`src/verilog/fsr_pkg.sv`:
```
package fsr_pkg;
   localparam int ADDR_W = 20;
   localparam int DATA_W = 16;
   localparam int IRQ_W  = 4;

   // Register offsets
   localparam logic [7:0] OFS_CTRL     = 8'h00;
   localparam logic [7:0] OFS_ADDR     = 8'h04;
   localparam logic [7:0] OFS_WDATA    = 8'h08;
   localparam logic [7:0] OFS_STATUS   = 8'h0c;
   localparam logic [7:0] OFS_IRQ_STAT = 8'h10;
   localparam logic [7:0] OFS_IRQ_MASK = 8'h14;
   localparam logic [7:0] OFS_RDATA    = 8'h18;

   // STATUS fields
   localparam int ST_BUSY  = 0;
   localparam int ST_FAIL  = 1;
   localparam int ST_TIMER = 2;
   localparam int ST_RYBY  = 3;
   localparam int ST_REJ   = 4;

   // Interrupt fields
   localparam int IRQ_DONE  = 0;
   localparam int IRQ_FAIL  = 1;
   localparam int IRQ_NACC  = 2;
   localparam int IRQ_RAISE = 3;
   localparam logic [IRQ_W-1:0] IRQ_MASK_RST = 4'h0;

   // Status bit positions on the flash data pins
   localparam int DQ_POLL  = 7;
   localparam int DQ_TOG1  = 6;
   localparam int DQ_LIMIT = 5;
   localparam int DQ_TIMER = 3;
   localparam int DQ_TOG2  = 2;

   // Operation codes in CTRL[3:0]
   localparam logic [3:0] OP_READ    = 4'h0;
   localparam logic [3:0] OP_PROG    = 4'h1;
   localparam logic [3:0] OP_SECT    = 4'h2;
   localparam logic [3:0] OP_ADDSECT = 4'h3;
   localparam logic [3:0] OP_CHIP    = 4'h4;
   localparam logic [3:0] OP_WAIT    = 4'h5;
   localparam logic [3:0] OP_RESET   = 4'h6;
   localparam logic [3:0] OP_SUSPEND = 4'h7;
   localparam logic [3:0] OP_RESUME  = 4'h8;

   // Flash command words and unlock addresses
   localparam logic [ADDR_W-1:0] UNLOCK_A1 = 20'h00555;
   localparam logic [ADDR_W-1:0] UNLOCK_A2 = 20'h002aa;
   localparam logic [DATA_W-1:0] CMD_UNL1  = 16'h00aa;
   localparam logic [DATA_W-1:0] CMD_UNL2  = 16'h0055;
   localparam logic [DATA_W-1:0] CMD_PROG  = 16'h00a0;
   localparam logic [DATA_W-1:0] CMD_ERASE = 16'h0080;
   localparam logic [DATA_W-1:0] CMD_SECT  = 16'h0030;
   localparam logic [DATA_W-1:0] CMD_CHIP  = 16'h0010;
   localparam logic [DATA_W-1:0] CMD_RESET = 16'h00f0;
   localparam logic [DATA_W-1:0] CMD_SUSP  = 16'h00b0;
   localparam logic [DATA_W-1:0] CMD_RESUM = 16'h0030;

   // Timing
   localparam int CLK_PERIOD_NS = 10;
   localparam int T_PULSE_NS    = 50;
   localparam int T_RECOV_NS    = 30;
   localparam int T_POLL_GAP_NS = 1000;
   localparam int PULSE_CYC     = (T_PULSE_NS + CLK_PERIOD_NS - 1) / CLK_PERIOD_NS;
   localparam int RECOV_CYC     = (T_RECOV_NS + CLK_PERIOD_NS - 1) / CLK_PERIOD_NS;
   localparam int POLL_GAP_CYC  = (T_POLL_GAP_NS + CLK_PERIOD_NS - 1) / CLK_PERIOD_NS;

   typedef struct packed {
      logic              write;
      logic [ADDR_W-1:0] addr;
      logic [DATA_W-1:0] data;
   } fsr_flash_req_s;

   typedef enum logic [1:0] {CY_IDLE, CY_SETUP, CY_PULSE, CY_RECOV} fsr_cyc_st_e;

   typedef enum logic [3:0] {
      S_IDLE, S_PRECHK, S_SEQ, S_POLL_A, S_POLL_B, S_POLL_C, S_POLL_D,
      S_GAP, S_TIMER_RD, S_ABORT, S_FINISH
   } fsr_ctl_st_e;
endpackage

```
`src/verilog/fsr_gap_timer.sv`:
```
`timescale 1ns/1ps
`default_nettype none
module fsr_gap_timer
   import fsr_pkg::*;
#(
   parameter int CYC = POLL_GAP_CYC
) (
   // Clock and reset
   input  wire logic ref_clk,
   input  wire logic rst,
   // Control
   input  wire logic start,
   output logic      done
);
   typedef struct packed {
      logic        run;
      logic [15:0] cnt;
      logic        done;
   } fsr_gap_s;

   fsr_gap_s q, d;

   always_comb begin
      d      = q;
      d.done = 1'b0;
      if (start) begin
         d.run = 1'b1;
         d.cnt = 16'(CYC - 1);
      end else if (q.run) begin
         if (q.cnt == 16'h0000) begin
            d.run  = 1'b0;
            d.done = 1'b1;
         end else begin
            d.cnt = q.cnt - 16'h0001;
         end
      end
   end

   always_ff @(posedge ref_clk or posedge rst) begin
      if (rst) begin
         q <= '0;
      end else begin
         q <= d;
      end
   end

   assign done = q.done;
endmodule
`default_nettype wire

```
`src/verilog/fsr_flash_cycle.sv`:
```
`timescale 1ns/1ps
`default_nettype none
module fsr_flash_cycle
   import fsr_pkg::*;
#(
   parameter int PULSE = PULSE_CYC,
   parameter int RECOV = RECOV_CYC
) (
   // Clock and reset
   input  wire logic              ref_clk,
   input  wire logic              rst,
   // Request
   input  wire logic              reqValid,
   input  wire fsr_flash_req_s    req,
   output logic                   done,
   output logic [DATA_W-1:0]      rdata,
   // Flash pins
   output logic [ADDR_W-1:0]      flashAddr,
   output logic [DATA_W-1:0]      flashDqOut,
   output logic                   flashDqOe,
   input  wire logic [DATA_W-1:0] flashDqIn,
   output logic                   flashCeN,
   output logic                   flashOeN,
   output logic                   flashWeN
);
   typedef struct packed {
      fsr_cyc_st_e       st;
      logic [7:0]        cnt;
      logic              write;
      logic              done;
      logic [DATA_W-1:0] rdata;
      logic [ADDR_W-1:0] addr;
      logic [DATA_W-1:0] dqOut;
      logic              dqOe;
      logic              ceN;
      logic              oeN;
      logic              weN;
   } fsr_cyc_s;

   fsr_cyc_s q, d;

   always_comb begin
      d      = q;
      d.done = 1'b0;
      unique case (q.st)
         CY_IDLE: begin
            if (reqValid) begin
               d.addr  = req.addr;
               d.dqOut = req.data;
               d.write = req.write;
               d.dqOe  = req.write;
               d.ceN   = 1'b0;
               d.st    = CY_SETUP;
            end
         end
         CY_SETUP: begin
            d.weN = ~q.write;
            d.oeN = q.write;
            d.cnt = 8'(PULSE - 1);
            d.st  = CY_PULSE;
         end
         CY_PULSE: begin
            if (q.cnt == 8'h00) begin
               // Sampled while the output enable is still low
               d.rdata = flashDqIn;
               d.weN   = 1'b1;
               d.oeN   = 1'b1;
               d.cnt   = 8'(RECOV - 1);
               d.st    = CY_RECOV;
            end else begin
               d.cnt = q.cnt - 8'h01;
            end
         end
         CY_RECOV: begin
            d.ceN  = 1'b1;
            d.dqOe = 1'b0;
            if (q.cnt == 8'h00) begin
               d.done = 1'b1;
               d.st   = CY_IDLE;
            end else begin
               d.cnt = q.cnt - 8'h01;
            end
         end
      endcase
   end

   always_ff @(posedge ref_clk or posedge rst) begin
      if (rst) begin
         q     <= '0;
         q.st  <= CY_IDLE;
         q.ceN <= 1'b1;
         q.oeN <= 1'b1;
         q.weN <= 1'b1;
      end else begin
         q <= d;
      end
   end

   assign done       = q.done;
   assign rdata      = q.rdata;
   assign flashAddr  = q.addr;
   assign flashDqOut = q.dqOut;
   assign flashDqOe  = q.dqOe;
   assign flashCeN   = q.ceN;
   assign flashOeN   = q.oeN;
   assign flashWeN   = q.weN;
endmodule
`default_nettype wire

```
`src/verilog/fsr_host_ctrl.sv`:
```
// Added by the designer: the placing of the registers and the AHB-Lite register port.
`timescale 1ns/1ps
`default_nettype none
module fsr_host_ctrl
   import fsr_pkg::*;
(
   // Clock and reset
   input  wire logic              ref_clk,
   input  wire logic              rst,
   // AHB-Lite slave
   input  wire logic              hsel,
   input  wire logic [31:0]       haddr,
   input  wire logic [1:0]        htrans,
   input  wire logic              hwrite,
   input  wire logic [2:0]        hsize,
   input  wire logic [31:0]       hwdata,
   input  wire logic              hready,
   output logic                   hreadyout,
   output logic                   hresp,
   output logic [31:0]            hrdata,
   // Interrupt
   output logic                   irq,
   // Flash pins
   output logic [ADDR_W-1:0]      flashAddr,
   output logic [DATA_W-1:0]      flashDqOut,
   output logic                   flashDqOe,
   input  wire logic [DATA_W-1:0] flashDqIn,
   output logic                   flashCeN,
   output logic                   flashOeN,
   output logic                   flashWeN,
   input  wire logic              flashRyBy
);
   typedef struct packed {
      fsr_ctl_st_e       st;
      logic [3:0]        op;
      logic [2:0]        idx;
      logic              issued;
      logic              reqValid;
      fsr_flash_req_s    req;
      logic [ADDR_W-1:0] addr;
      logic [DATA_W-1:0] wdata;
      logic [DATA_W-1:0] rdata;
      logic              togA;
      logic              gapStart;
      logic              fail;
      logic              timer;
      logic              rej;
      logic [IRQ_W-1:0]  irqStat;
      logic [IRQ_W-1:0]  irqMask;
      logic              irq;
      logic [31:0]       hrdata;
      logic              dphWrite;
      logic [7:0]        dphAddr;
   } fsr_ctl_s;

   fsr_ctl_s          q, d;
   logic              cycDone;
   logic [DATA_W-1:0] cycData;
   logic              gapDone;

   // Command word idx of the write sequence for an operation
   function automatic fsr_flash_req_s seqWord(input logic [3:0] op, input logic [2:0] idx,
                                              input logic [ADDR_W-1:0] a,
                                              input logic [DATA_W-1:0] w);
      fsr_flash_req_s r;
      r.write = 1'b1;
      r.addr  = (idx == 3'h1 || idx == 3'h4) ? UNLOCK_A2 : UNLOCK_A1;
      r.data  = (idx == 3'h1 || idx == 3'h4) ? CMD_UNL2 : CMD_UNL1;
      if (idx == 3'h2) begin
         r.data = (op == OP_PROG) ? CMD_PROG : CMD_ERASE;
      end
      if (op == OP_PROG && idx == 3'h3) begin
         r.addr = a;
         r.data = w;
      end
      if (idx == 3'h5) begin
         r.addr = (op == OP_CHIP) ? UNLOCK_A1 : a;
         r.data = (op == OP_CHIP) ? CMD_CHIP : CMD_SECT;
      end
      unique case (op)
         OP_ADDSECT: begin
            r.addr = a;
            r.data = CMD_SECT;
         end
         OP_RESET: begin
            r.addr = a;
            r.data = CMD_RESET;
         end
         OP_SUSPEND: begin
            r.addr = a;
            r.data = CMD_SUSP;
         end
         OP_RESUME: begin
            r.addr = a;
            r.data = CMD_RESUM;
         end
         default: begin
         end
      endcase
      return r;
   endfunction

   function automatic logic [2:0] seqLast(input logic [3:0] op);
      unique case (op)
         OP_PROG:             return 3'h3;
         OP_SECT, OP_CHIP:    return 3'h5;
         default:             return 3'h0;
      endcase
   endfunction

   always_comb begin
      logic [IRQ_W-1:0] evSet;
      logic [IRQ_W-1:0] evClr;
      logic             addrPh;
      logic             rdFlash;
      fsr_flash_req_s   rdReq;
      evSet       = '0;
      evClr       = '0;
      d           = q;
      d.reqValid  = 1'b0;
      d.gapStart  = 1'b0;
      addrPh      = hsel && htrans[1] && hready;
      rdFlash     = 1'b0;
      // Status reads always use the operation address, inside the busy sector
      rdReq.write = 1'b0;
      rdReq.addr  = q.addr;
      rdReq.data  = '0;

      unique case (q.st)
         S_IDLE: begin
         end
         S_PRECHK: begin
            rdFlash = 1'b1;
            if (q.issued && cycDone) begin
               d.rdata = cycData;
               d.st    = S_SEQ;
               if (q.op == OP_READ) begin
                  d.st = S_FINISH;
               end else if (q.op == OP_PROG && |(~cycData & q.wdata)) begin
                  // A 1 over a stored 0 cannot be programmed; expect a limit failure
                  evSet[IRQ_RAISE] = 1'b1;
               end else if (q.op == OP_ADDSECT && cycData[DQ_TIMER]) begin
                  // Window already closed: the device would ignore the command
                  d.timer          = 1'b1;
                  evSet[IRQ_NACC]  = 1'b1;
                  d.st             = S_FINISH;
               end
            end
         end
         S_SEQ: begin
            if (!q.issued) begin
               d.reqValid = 1'b1;
               d.req      = seqWord(q.op, q.idx, q.addr, q.wdata);
               d.issued   = 1'b1;
            end else if (cycDone) begin
               d.issued = 1'b0;
               d.idx    = q.idx + 3'h1;
               if (q.idx == seqLast(q.op)) begin
                  unique case (q.op)
                     OP_PROG, OP_CHIP, OP_SECT: d.st = S_POLL_A;
                     OP_ADDSECT:                d.st = S_TIMER_RD;
                     default:                   d.st = S_FINISH;
                  endcase
               end
            end
         end
         S_POLL_A: begin
            rdFlash = 1'b1;
            if (q.issued && cycDone) begin
               d.togA = cycData[DQ_TOG1];
               d.st   = S_POLL_B;
            end
         end
         S_POLL_B: begin
            rdFlash = 1'b1;
            if (q.issued && cycDone) begin
               d.rdata = cycData;
               if (cycData[DQ_TOG1] == q.togA) begin
                  // Not toggling: operation over, or erase never accepted
                  if (q.op == OP_SECT) begin
                     evSet[IRQ_NACC] = 1'b1;
                  end
                  d.st = S_FINISH;
               end else if (q.op == OP_SECT) begin
                  d.st = S_TIMER_RD;
               end else if (cycData[DQ_LIMIT]) begin
                  d.st = S_POLL_C;
               end else begin
                  d.gapStart = 1'b1;
                  d.st       = S_GAP;
               end
            end
         end
         S_POLL_C: begin
            rdFlash = 1'b1;
            if (q.issued && cycDone) begin
               d.togA = cycData[DQ_TOG1];
               d.st   = S_POLL_D;
            end
         end
         S_POLL_D: begin
            rdFlash = 1'b1;
            if (q.issued && cycDone) begin
               d.rdata = cycData;
               // Toggle may stop just as the limit flag rises, hence the recheck
               if (cycData[DQ_TOG1] == q.togA) begin
                  d.st = S_FINISH;
               end else begin
                  d.fail           = 1'b1;
                  evSet[IRQ_FAIL]  = 1'b1;
                  d.op             = OP_RESET;
                  d.idx            = 3'h0;
                  d.st             = S_ABORT;
               end
            end
         end
         S_GAP: begin
            if (gapDone) begin
               d.st = S_POLL_A;
            end
         end
         S_TIMER_RD: begin
            rdFlash = 1'b1;
            if (q.issued && cycDone) begin
               d.rdata = cycData;
               d.timer = cycData[DQ_TIMER];
               // Window closed after an added sector: it may have been dropped
               if (q.op == OP_ADDSECT && cycData[DQ_TIMER]) begin
                  evSet[IRQ_NACC] = 1'b1;
               end
               d.st = S_FINISH;
            end
         end
         S_ABORT: begin
            if (!q.issued) begin
               d.reqValid = 1'b1;
               d.req      = seqWord(OP_RESET, 3'h0, q.addr, q.wdata);
               d.issued   = 1'b1;
            end else if (cycDone) begin
               d.issued = 1'b0;
               d.st     = S_FINISH;
            end
         end
         S_FINISH: begin
            evSet[IRQ_DONE] = 1'b1;
            d.st            = S_IDLE;
         end
      endcase

      // Shared single read issue for the precheck, polling and timer-read states
      if (rdFlash) begin
         if (!q.issued) begin
            d.reqValid = 1'b1;
            d.req      = rdReq;
            d.issued   = 1'b1;
         end else if (cycDone) begin
            d.issued = 1'b0;
         end
      end

      // Bus data phase: writes land here
      if (q.dphWrite) begin
         unique case (q.dphAddr)
            OFS_CTRL: begin
               if (q.st != S_IDLE) begin
                  d.rej = 1'b1;
               end else begin
                  d.op    = hwdata[3:0];
                  d.idx   = 3'h0;
                  d.fail  = 1'b0;
                  d.rej   = 1'b0;
                  d.st    = (hwdata[3:0] == OP_READ || hwdata[3:0] == OP_PROG ||
                             hwdata[3:0] == OP_ADDSECT) ? S_PRECHK :
                            (hwdata[3:0] == OP_WAIT) ? S_POLL_A : S_SEQ;
                  d.timer = 1'b0;
               end
            end
            OFS_ADDR:     d.addr    = hwdata[ADDR_W-1:0];
            OFS_WDATA:    d.wdata   = hwdata[DATA_W-1:0];
            OFS_IRQ_MASK: d.irqMask = hwdata[IRQ_W-1:0];
            default: begin
            end
         endcase
      end

      // Bus address phase: read data is prepared for the next cycle
      d.dphWrite = addrPh && hwrite;
      d.dphAddr  = haddr[7:0];
      if (addrPh && !hwrite) begin
         d.hrdata = 32'h0000_0000;
         unique case (haddr[7:0])
            OFS_ADDR:     d.hrdata[ADDR_W-1:0] = q.addr;
            OFS_WDATA:    d.hrdata[DATA_W-1:0] = q.wdata;
            OFS_RDATA:    d.hrdata[DATA_W-1:0] = q.rdata;
            OFS_IRQ_MASK: d.hrdata[IRQ_W-1:0]  = q.irqMask;
            OFS_IRQ_STAT: begin
               d.hrdata[IRQ_W-1:0] = q.irqStat;
               evClr               = q.irqStat;
            end
            OFS_STATUS: begin
               d.hrdata[ST_BUSY]  = (q.st != S_IDLE);
               d.hrdata[ST_FAIL]  = q.fail;
               d.hrdata[ST_TIMER] = q.timer;
               d.hrdata[ST_RYBY]  = flashRyBy;
               d.hrdata[ST_REJ]   = q.rej;
            end
            default: begin
            end
         endcase
      end

      // A new event wins over a read-clear in the same cycle
      d.irqStat = (q.irqStat & ~evClr) | evSet;
      d.irq     = |(d.irqStat & d.irqMask);
   end

   always_ff @(posedge ref_clk or posedge rst) begin
      if (rst) begin
         q         <= '0;
         q.st      <= S_IDLE;
         q.irqMask <= IRQ_MASK_RST;
      end else begin
         q <= d;
      end
   end

   fsr_flash_cycle u_cycle (
      .ref_clk    (ref_clk),
      .rst        (rst),
      .reqValid   (q.reqValid),
      .req        (q.req),
      .done       (cycDone),
      .rdata      (cycData),
      .flashAddr  (flashAddr),
      .flashDqOut (flashDqOut),
      .flashDqOe  (flashDqOe),
      .flashDqIn  (flashDqIn),
      .flashCeN   (flashCeN),
      .flashOeN   (flashOeN),
      .flashWeN   (flashWeN)
   );

   // Polls are paced so the host never hammers a busy part
   fsr_gap_timer u_gap (
      .ref_clk (ref_clk),
      .rst     (rst),
      .start   (q.gapStart),
      .done    (gapDone)
   );

   assign hreadyout = 1'b1;
   assign hresp     = 1'b0;
   assign hrdata    = q.hrdata;
   assign irq       = q.irq;
endmodule
`default_nettype wire

```
`config.mk`:
```
export PLATFORM = sky130hd
export DESIGN_NAME = fsr_host_ctrl
export DESIGN_NICKNAME = d
export VERILOG_FILES = /design/src/verilog/fsr_pkg.sv /design/src/verilog/fsr_gap_timer.sv /design/src/verilog/fsr_flash_cycle.sv /design/src/verilog/fsr_host_ctrl.sv
export SDC_FILE = /design/constraint.sdc
export NUM_CORES = 1
export LEC_CHECK = 0
export BUFFER_PORTS_ARGS = -buffer_cell sky130_fd_sc_hd__buf_2
export CAP_MARGIN = 20
export CORE_ASPECT_RATIO = 0.8
export CORE_MARGIN = 5
export CORE_UTILIZATION = 64
export CTS_BUF_LIST = sky130_fd_sc_hd__clkbuf_8
export CTS_CLUSTER_DIAMETER = 150
export DETAILED_ROUTE_END_ITERATION = 12
export MAX_ROUTING_LAYER = met4
export PLACE_DENSITY = 0.88
export SLEW_MARGIN = 20
export SYNTH_ARGS = -nofsm -noshare
export SYNTH_HDL_FRONTEND = slang
export SYNTH_HIERARCHICAL = 1
export SYNTH_SLANG_ARGS = --single-unit
```
`constraint.sdc`:
```
create_clock -name ref_clk -period 9.5 [get_ports ref_clk]
set_clock_uncertainty 0.15 [all_clocks]
set_input_delay 0.475 -clock ref_clk [delete_from_list [all_inputs] [get_ports ref_clk]]
set_output_delay 0.475 -clock ref_clk [all_outputs]
set_load 0.1 [all_outputs]
```
* Word level (Yosys, flattened, before mapping)
Cells that the tools add are included.
** Word-level totals
- Output and inout port bits :: 75
- Input bits :: 91
- Word-level logic and storage cells :: 247
- Bits in latches :: 0
- Memories :: 0
- Register bits after elaboration :: 231
- Memory bits (read-only) :: 0
- Memory bits (writable) :: 0
** Operators by class
- Add/subtract/negate cells :: 3
- Bitwise operators :: 7
- Div/mod/pow operators :: 0
- Multipliers :: 0
- Equality and inequality tests :: 44
- Reductions and logical operators :: 43
- Mux-type cells :: 114
- Magnitude comparators :: 0
- Shift operators :: 0
** Operators by type and width (number)
- 38-bit 2-to-1 mux :: 3
- 36-bit one-hot mux with 3 select lines :: 1
- 4-bit 2-to-1 mux :: 23
- 39-bit one-hot mux with 2 select lines :: 1
- 36-bit 2-to-1 mux :: 2
- 11-bit 2-to-1 mux :: 5
- 4-bit one-hot mux with 10 select lines :: 1
- 39-bit 2-to-1 mux :: 1
- 1-bit 2-to-1 mux :: 38
- 11-bit one-hot mux with 3 select lines :: 1
- 4-bit by 3-bit equality test with 1-bit output (second input constant) :: 8
- 8-bit by 5-bit equality test with 1-bit output (second input constant) :: 4
- 8-bit 2-to-1 mux :: 4
- 8-bit by 4-bit equality test with 1-bit output (second input constant) :: 3
- 4-bit one-hot mux with 6 select lines :: 1
- 8-bit one-hot mux with 3 select lines :: 1
- 2-bit AND reduction :: 11
- 4-bit by 2-bit equality test with 1-bit output (second input constant) :: 5
- 2-bit 2-to-1 mux :: 10
- 20-bit 2-to-1 mux :: 1
- 18-bit 2-to-1 mux :: 1
- 3-bit 2-to-1 mux :: 6
- 17-bit 2-to-1 mux :: 1
- 16-bit AND :: 1
- 46 further kinds :: 78

* Depth between registers and ports, before layout
- Word-level depth :: 14
- Gate-level depth with buffers :: 11
- Depth with buffers taken out :: 8

* Modules after synthesis
The synthesis kept the hierarchy.
** Modules (own cells, without submodules)
- fsr_host_ctrl :: sequential area each 3628.5 um^2, instances 1, cells each 709, area an instance 7357.1 um^2
- fsr_flash_cycle :: sequential area each 1705.4 um^2, instances 1, cells each 254, area an instance 3248.1 um^2
- fsr_gap_timer :: sequential area each 450.4 um^2, instances 1, cells each 109, area an instance 1036.0 um^2

* Worst setup path before layout
Ideal clock, no wire load.
- Path type :: register -> register
- From :: reg q[148] (netlist bit)
- To :: reg q[134] (netlist bit)
- Data required time :: 9.229 ns
- Slack :: 7.179 ns
- Period minus slack after synthesis :: 2.321 ns
- Stages on the path, launching flop included :: 12
- Buffers on the path :: 3
- Data arrival time :: 2.050 ns
- Setup time :: 0.121 ns
- Cells stage by stage :: dfrtp_1 -> clkbuf_1 -> inv_1 -> ha_1 -> nor2b_1 -> o221ai_1 -> and3_1 -> clkbuf_1 -> nor2_1 -> o21a_1 -> clkbuf_1 -> a22o_1
** RTL lines
- start: declaration :: line fsr_host_ctrl.sv:56 : fsr_ctl_s q, d;

==> summary.md <==
| Metric | Value |
|---|---|
| Status | finished clean |
| Yosys cell types | between 80 and 90 |
| WP data arrival | between 3 and 4 ns |
| CTS tree | built |
| Fin crit share | 0.3463 |
| Layout cell share with drive strength beyond 1 | 0.2707 |
| Adder-Cell Fraction of Synth Area | 0.01376 |
| HP Start | hwdata[17] |
| Area of the multi-input gates | approximately 4900 µm² |
| Leak | around 5.9 nW |
| Critical path launch point | q[155] |
| VDD IR max | between 150 and 200 µV |
| Worst-path maximum fanout | 37 |
| Number of fillers in the final layout | 1279 |
| Starting Density | 0.6466 |
| Sequential cell area fraction in the yosys report | 0.4969 |
| DRC | 0 |
| Asr flop ratio synth | 1.000 |
| Yosys top cell by area | dfrtp_1 |
| Area Growth Syn to Fin | 7.094% |
| Die width | around 160 µm |
| Pwr dens | about 200 nW/µm² |
| Reg area | 5784 µm² |
| Max Freq | a little over 300 MHz |
| ANT cells | 0 |
| Main combinational cell family by area after synthesis | simple AND/OR/NAND/NOR gates |
| Final setup vio count | 0 |
| Worst-margin pin slew | approximately 1.1 ns |
| RSZ-0062 raised after global routing | no |
| Cts bufs inserted | 36 |
| First drt pass iteration count | 6 |
| Tmin final | between 3 and 4 ns |
| Detailed Place HPWL | around 19 mm |
| Primary FF master, synth | dfrtp_1 |
| Slew HR | 0.2616 |
| CP Class | reg -> reg |
| Clock transition at the registers of the reported paths | ~0.06 ns |
| Root buffer cell | clkbuf_8 |
| Synth area leaders | dfrtp_1 49%, mux2_2 9.6%, buf_4 5.5% |
| Post-DRT Antenna Nets | 0 |
| Worst setup SP type | flip-flop |
| Io pins | 166 |
| Max Slew Vio Count | 0 |
| CTS sink cnt | roughly 230 |
| Largest net degree at the start of global routing | 80 |
| Worst-Skew Late Latency | between 0.5 and 0.6 ns |
| Critical Path RT | approximately 9.8 ns |
| Mean Syn Cell Area | 10.86 µm² |
| Count leader, synth | dfrtp_1 |
| CTS HTree Levels | 2 |
| Drt initial violations | ~900 |
| Max Cap Viol | 0 |
| Commonest cells post-synth | 228 x dfrtp_1, 99 x mux2_2, 86 x buf_4 |
| Post-Synthesis Cells | roughly 1.1k |
| Via-to-Cell Ratio | 6.295 |
| Drt wl/cell | approximately 20 µm |
| Share of the synthesized area in the top cell type | 0.4901 |
| First-pass GRT wire length | approximately 45 mm |
| Crit end category | flip-flop |
| Mapped cell area | 11640 µm² |
| Post-Synth XOR/XNOR Area | 0.005267 |
| Total gr overflow | 0 |
| Core area | roughly 18000 µm² |
| Hold Vio Cnt, Final | 0 |
| DRT Wirelength | 27.67 mm |
| DIE AREA | about 21000 µm² |
| Compound-Gate Fraction of Synth Area | 0.1336 |
| Final RePlAce weighted congestion | 0.9193 |
| Worst reg2reg startpoint | q[155] |
| Clock Tree Buf Depth | 3 |
| Initial antenna violation count | 0 |
| Mux share of post-synthesis cell area | 0.1258 |
| Total Neg Setup Slack | 0 ns |
| Syn. warnings | 6 |
| Port bufs | about 110 |
| Total track usage | 0.2711 |
| Die Y | ~130 µm |
| Min Hold Slack | 0.01972 ns |
| DR vias | about 8.6k |
| Vias in the first global route | roughly 8.6k |
| Std-Cell Rows | 44 |
| Number of enable flip-flop cells after synthesis | 0 |
| Hold Crit Class | in -> reg |
| Final net count | approximately 1.2k |
| Flops & latches, synth | ~230 |
| Post-Synth Simple-Gate Area | 0.1369 |
area by class of cell:
class | count | area share
well taps | 230 | 0.02308
repair buffers | 126 | 0.05640
flip-flops and latches | 231 | 0.4640
multi-input cells | 679 | 0.3927
inverters | 37 | 0.01154
clock buffers | 40 | 0.04416
clock inverters | 21 | 0.008129
metrics by stage:
stage          total power, mW  cell area (µm²)    util  cells  worst slack [ns]
6_report                 2.449            12470  0.6925   1364             6.210
5_1_grt                  2.554            12470  0.6925   1364             6.011
4_1_cts                  2.452            12430  0.6904   1362             6.339
3_5_place_dp             1.679            11720  0.6509   1295             6.334
3_3_place_gp             1.658            11720  0.6509   1295             6.453
2_1_floorplan            1.612            11690       -   1084             4.980
report_power, final:
group / switching, mW / internal [mW]
Combinational: 0.302 / 0.183
Sequential: 0.107 / 1.08
Clock: 0.384 / 0.389
path summary, 6_finish.rpt:
check | end | slack [ns] | cells after the start
setup reg to reg | flip-flop | 6.21 | 7
max in group asynchronous | async pin | 7.68 | 5
hold reg to reg | hrdata[4] | 0.33 | 2
min in group asynchronous | q[127] | 0.45 | 3
hold / removal | q[104] | 0.02 | 2
setup / recovery | flip-flop | 6.21 | 7
critical path: stages, from the launching register on:
cell and delay [ns]:
dfrtp_1 0.86, nor2_1 0.28, nand2_1 0.25, nand3_1 0.13, buf_4 0.28, or3_1 0.45
nor2_1 0.57, a22o_1 0.26
flip-flops by register name, summed over array words and instances (netlist names), named ones only:
signal              count
u_cycle/flashOeN        1
u_gap/q                17
u_gap/done              1
hrdata                 20
u_cycle/done            1
u_cycle/q              11
q                     106
u_cycle/flashAddr      20
u_cycle/flashDqOut     16
u_cycle/rdata          16
u_cycle/flashDqOe       1
u_cycle/flashCeN        1
irq                     1
u_cycle/flashWeN        1
cells by family after synthesis:
| group | count (synthesis) |
|---|---|
| other cells | 2 |
| mux | 128 |
| simple gates | 293 |
| buf+inv | 174 |
| flops | 231 |
| compound gates | 224 |
| xor+xnor | 7 |
| fa+ha+maj | 13 |
layout by cell type (no fill, tap or decap), drive strengths merged, types with 13 or more instances in the layout:
master and count:
dfrtp 228, buf 120, mux2 116, nand2 75
nor2 65, o21ai 58, inv 52, a21oi 41
clkbuf 40, nor2b 31, a22o 27, nor3 19
nand3 15, conb 14, or3 14, nand2b 13
timing repair:
item,in CTS,in global routing
resized for setup,0,0
hold endpoints to repair,89,0
setup buffers,0,0
hold buffers,6,0
per-layer routing:
layer	vias up	GRT usage	routed length (µm)
met5	-	-	0
met4	0	0.09779	909
met3	91	0.04516	2031
met2	423	0.4296	13060
met1	4225	0.3610	11670
li1	3848	-	-
Note: power is estimated with default switching activity, not from simulation.
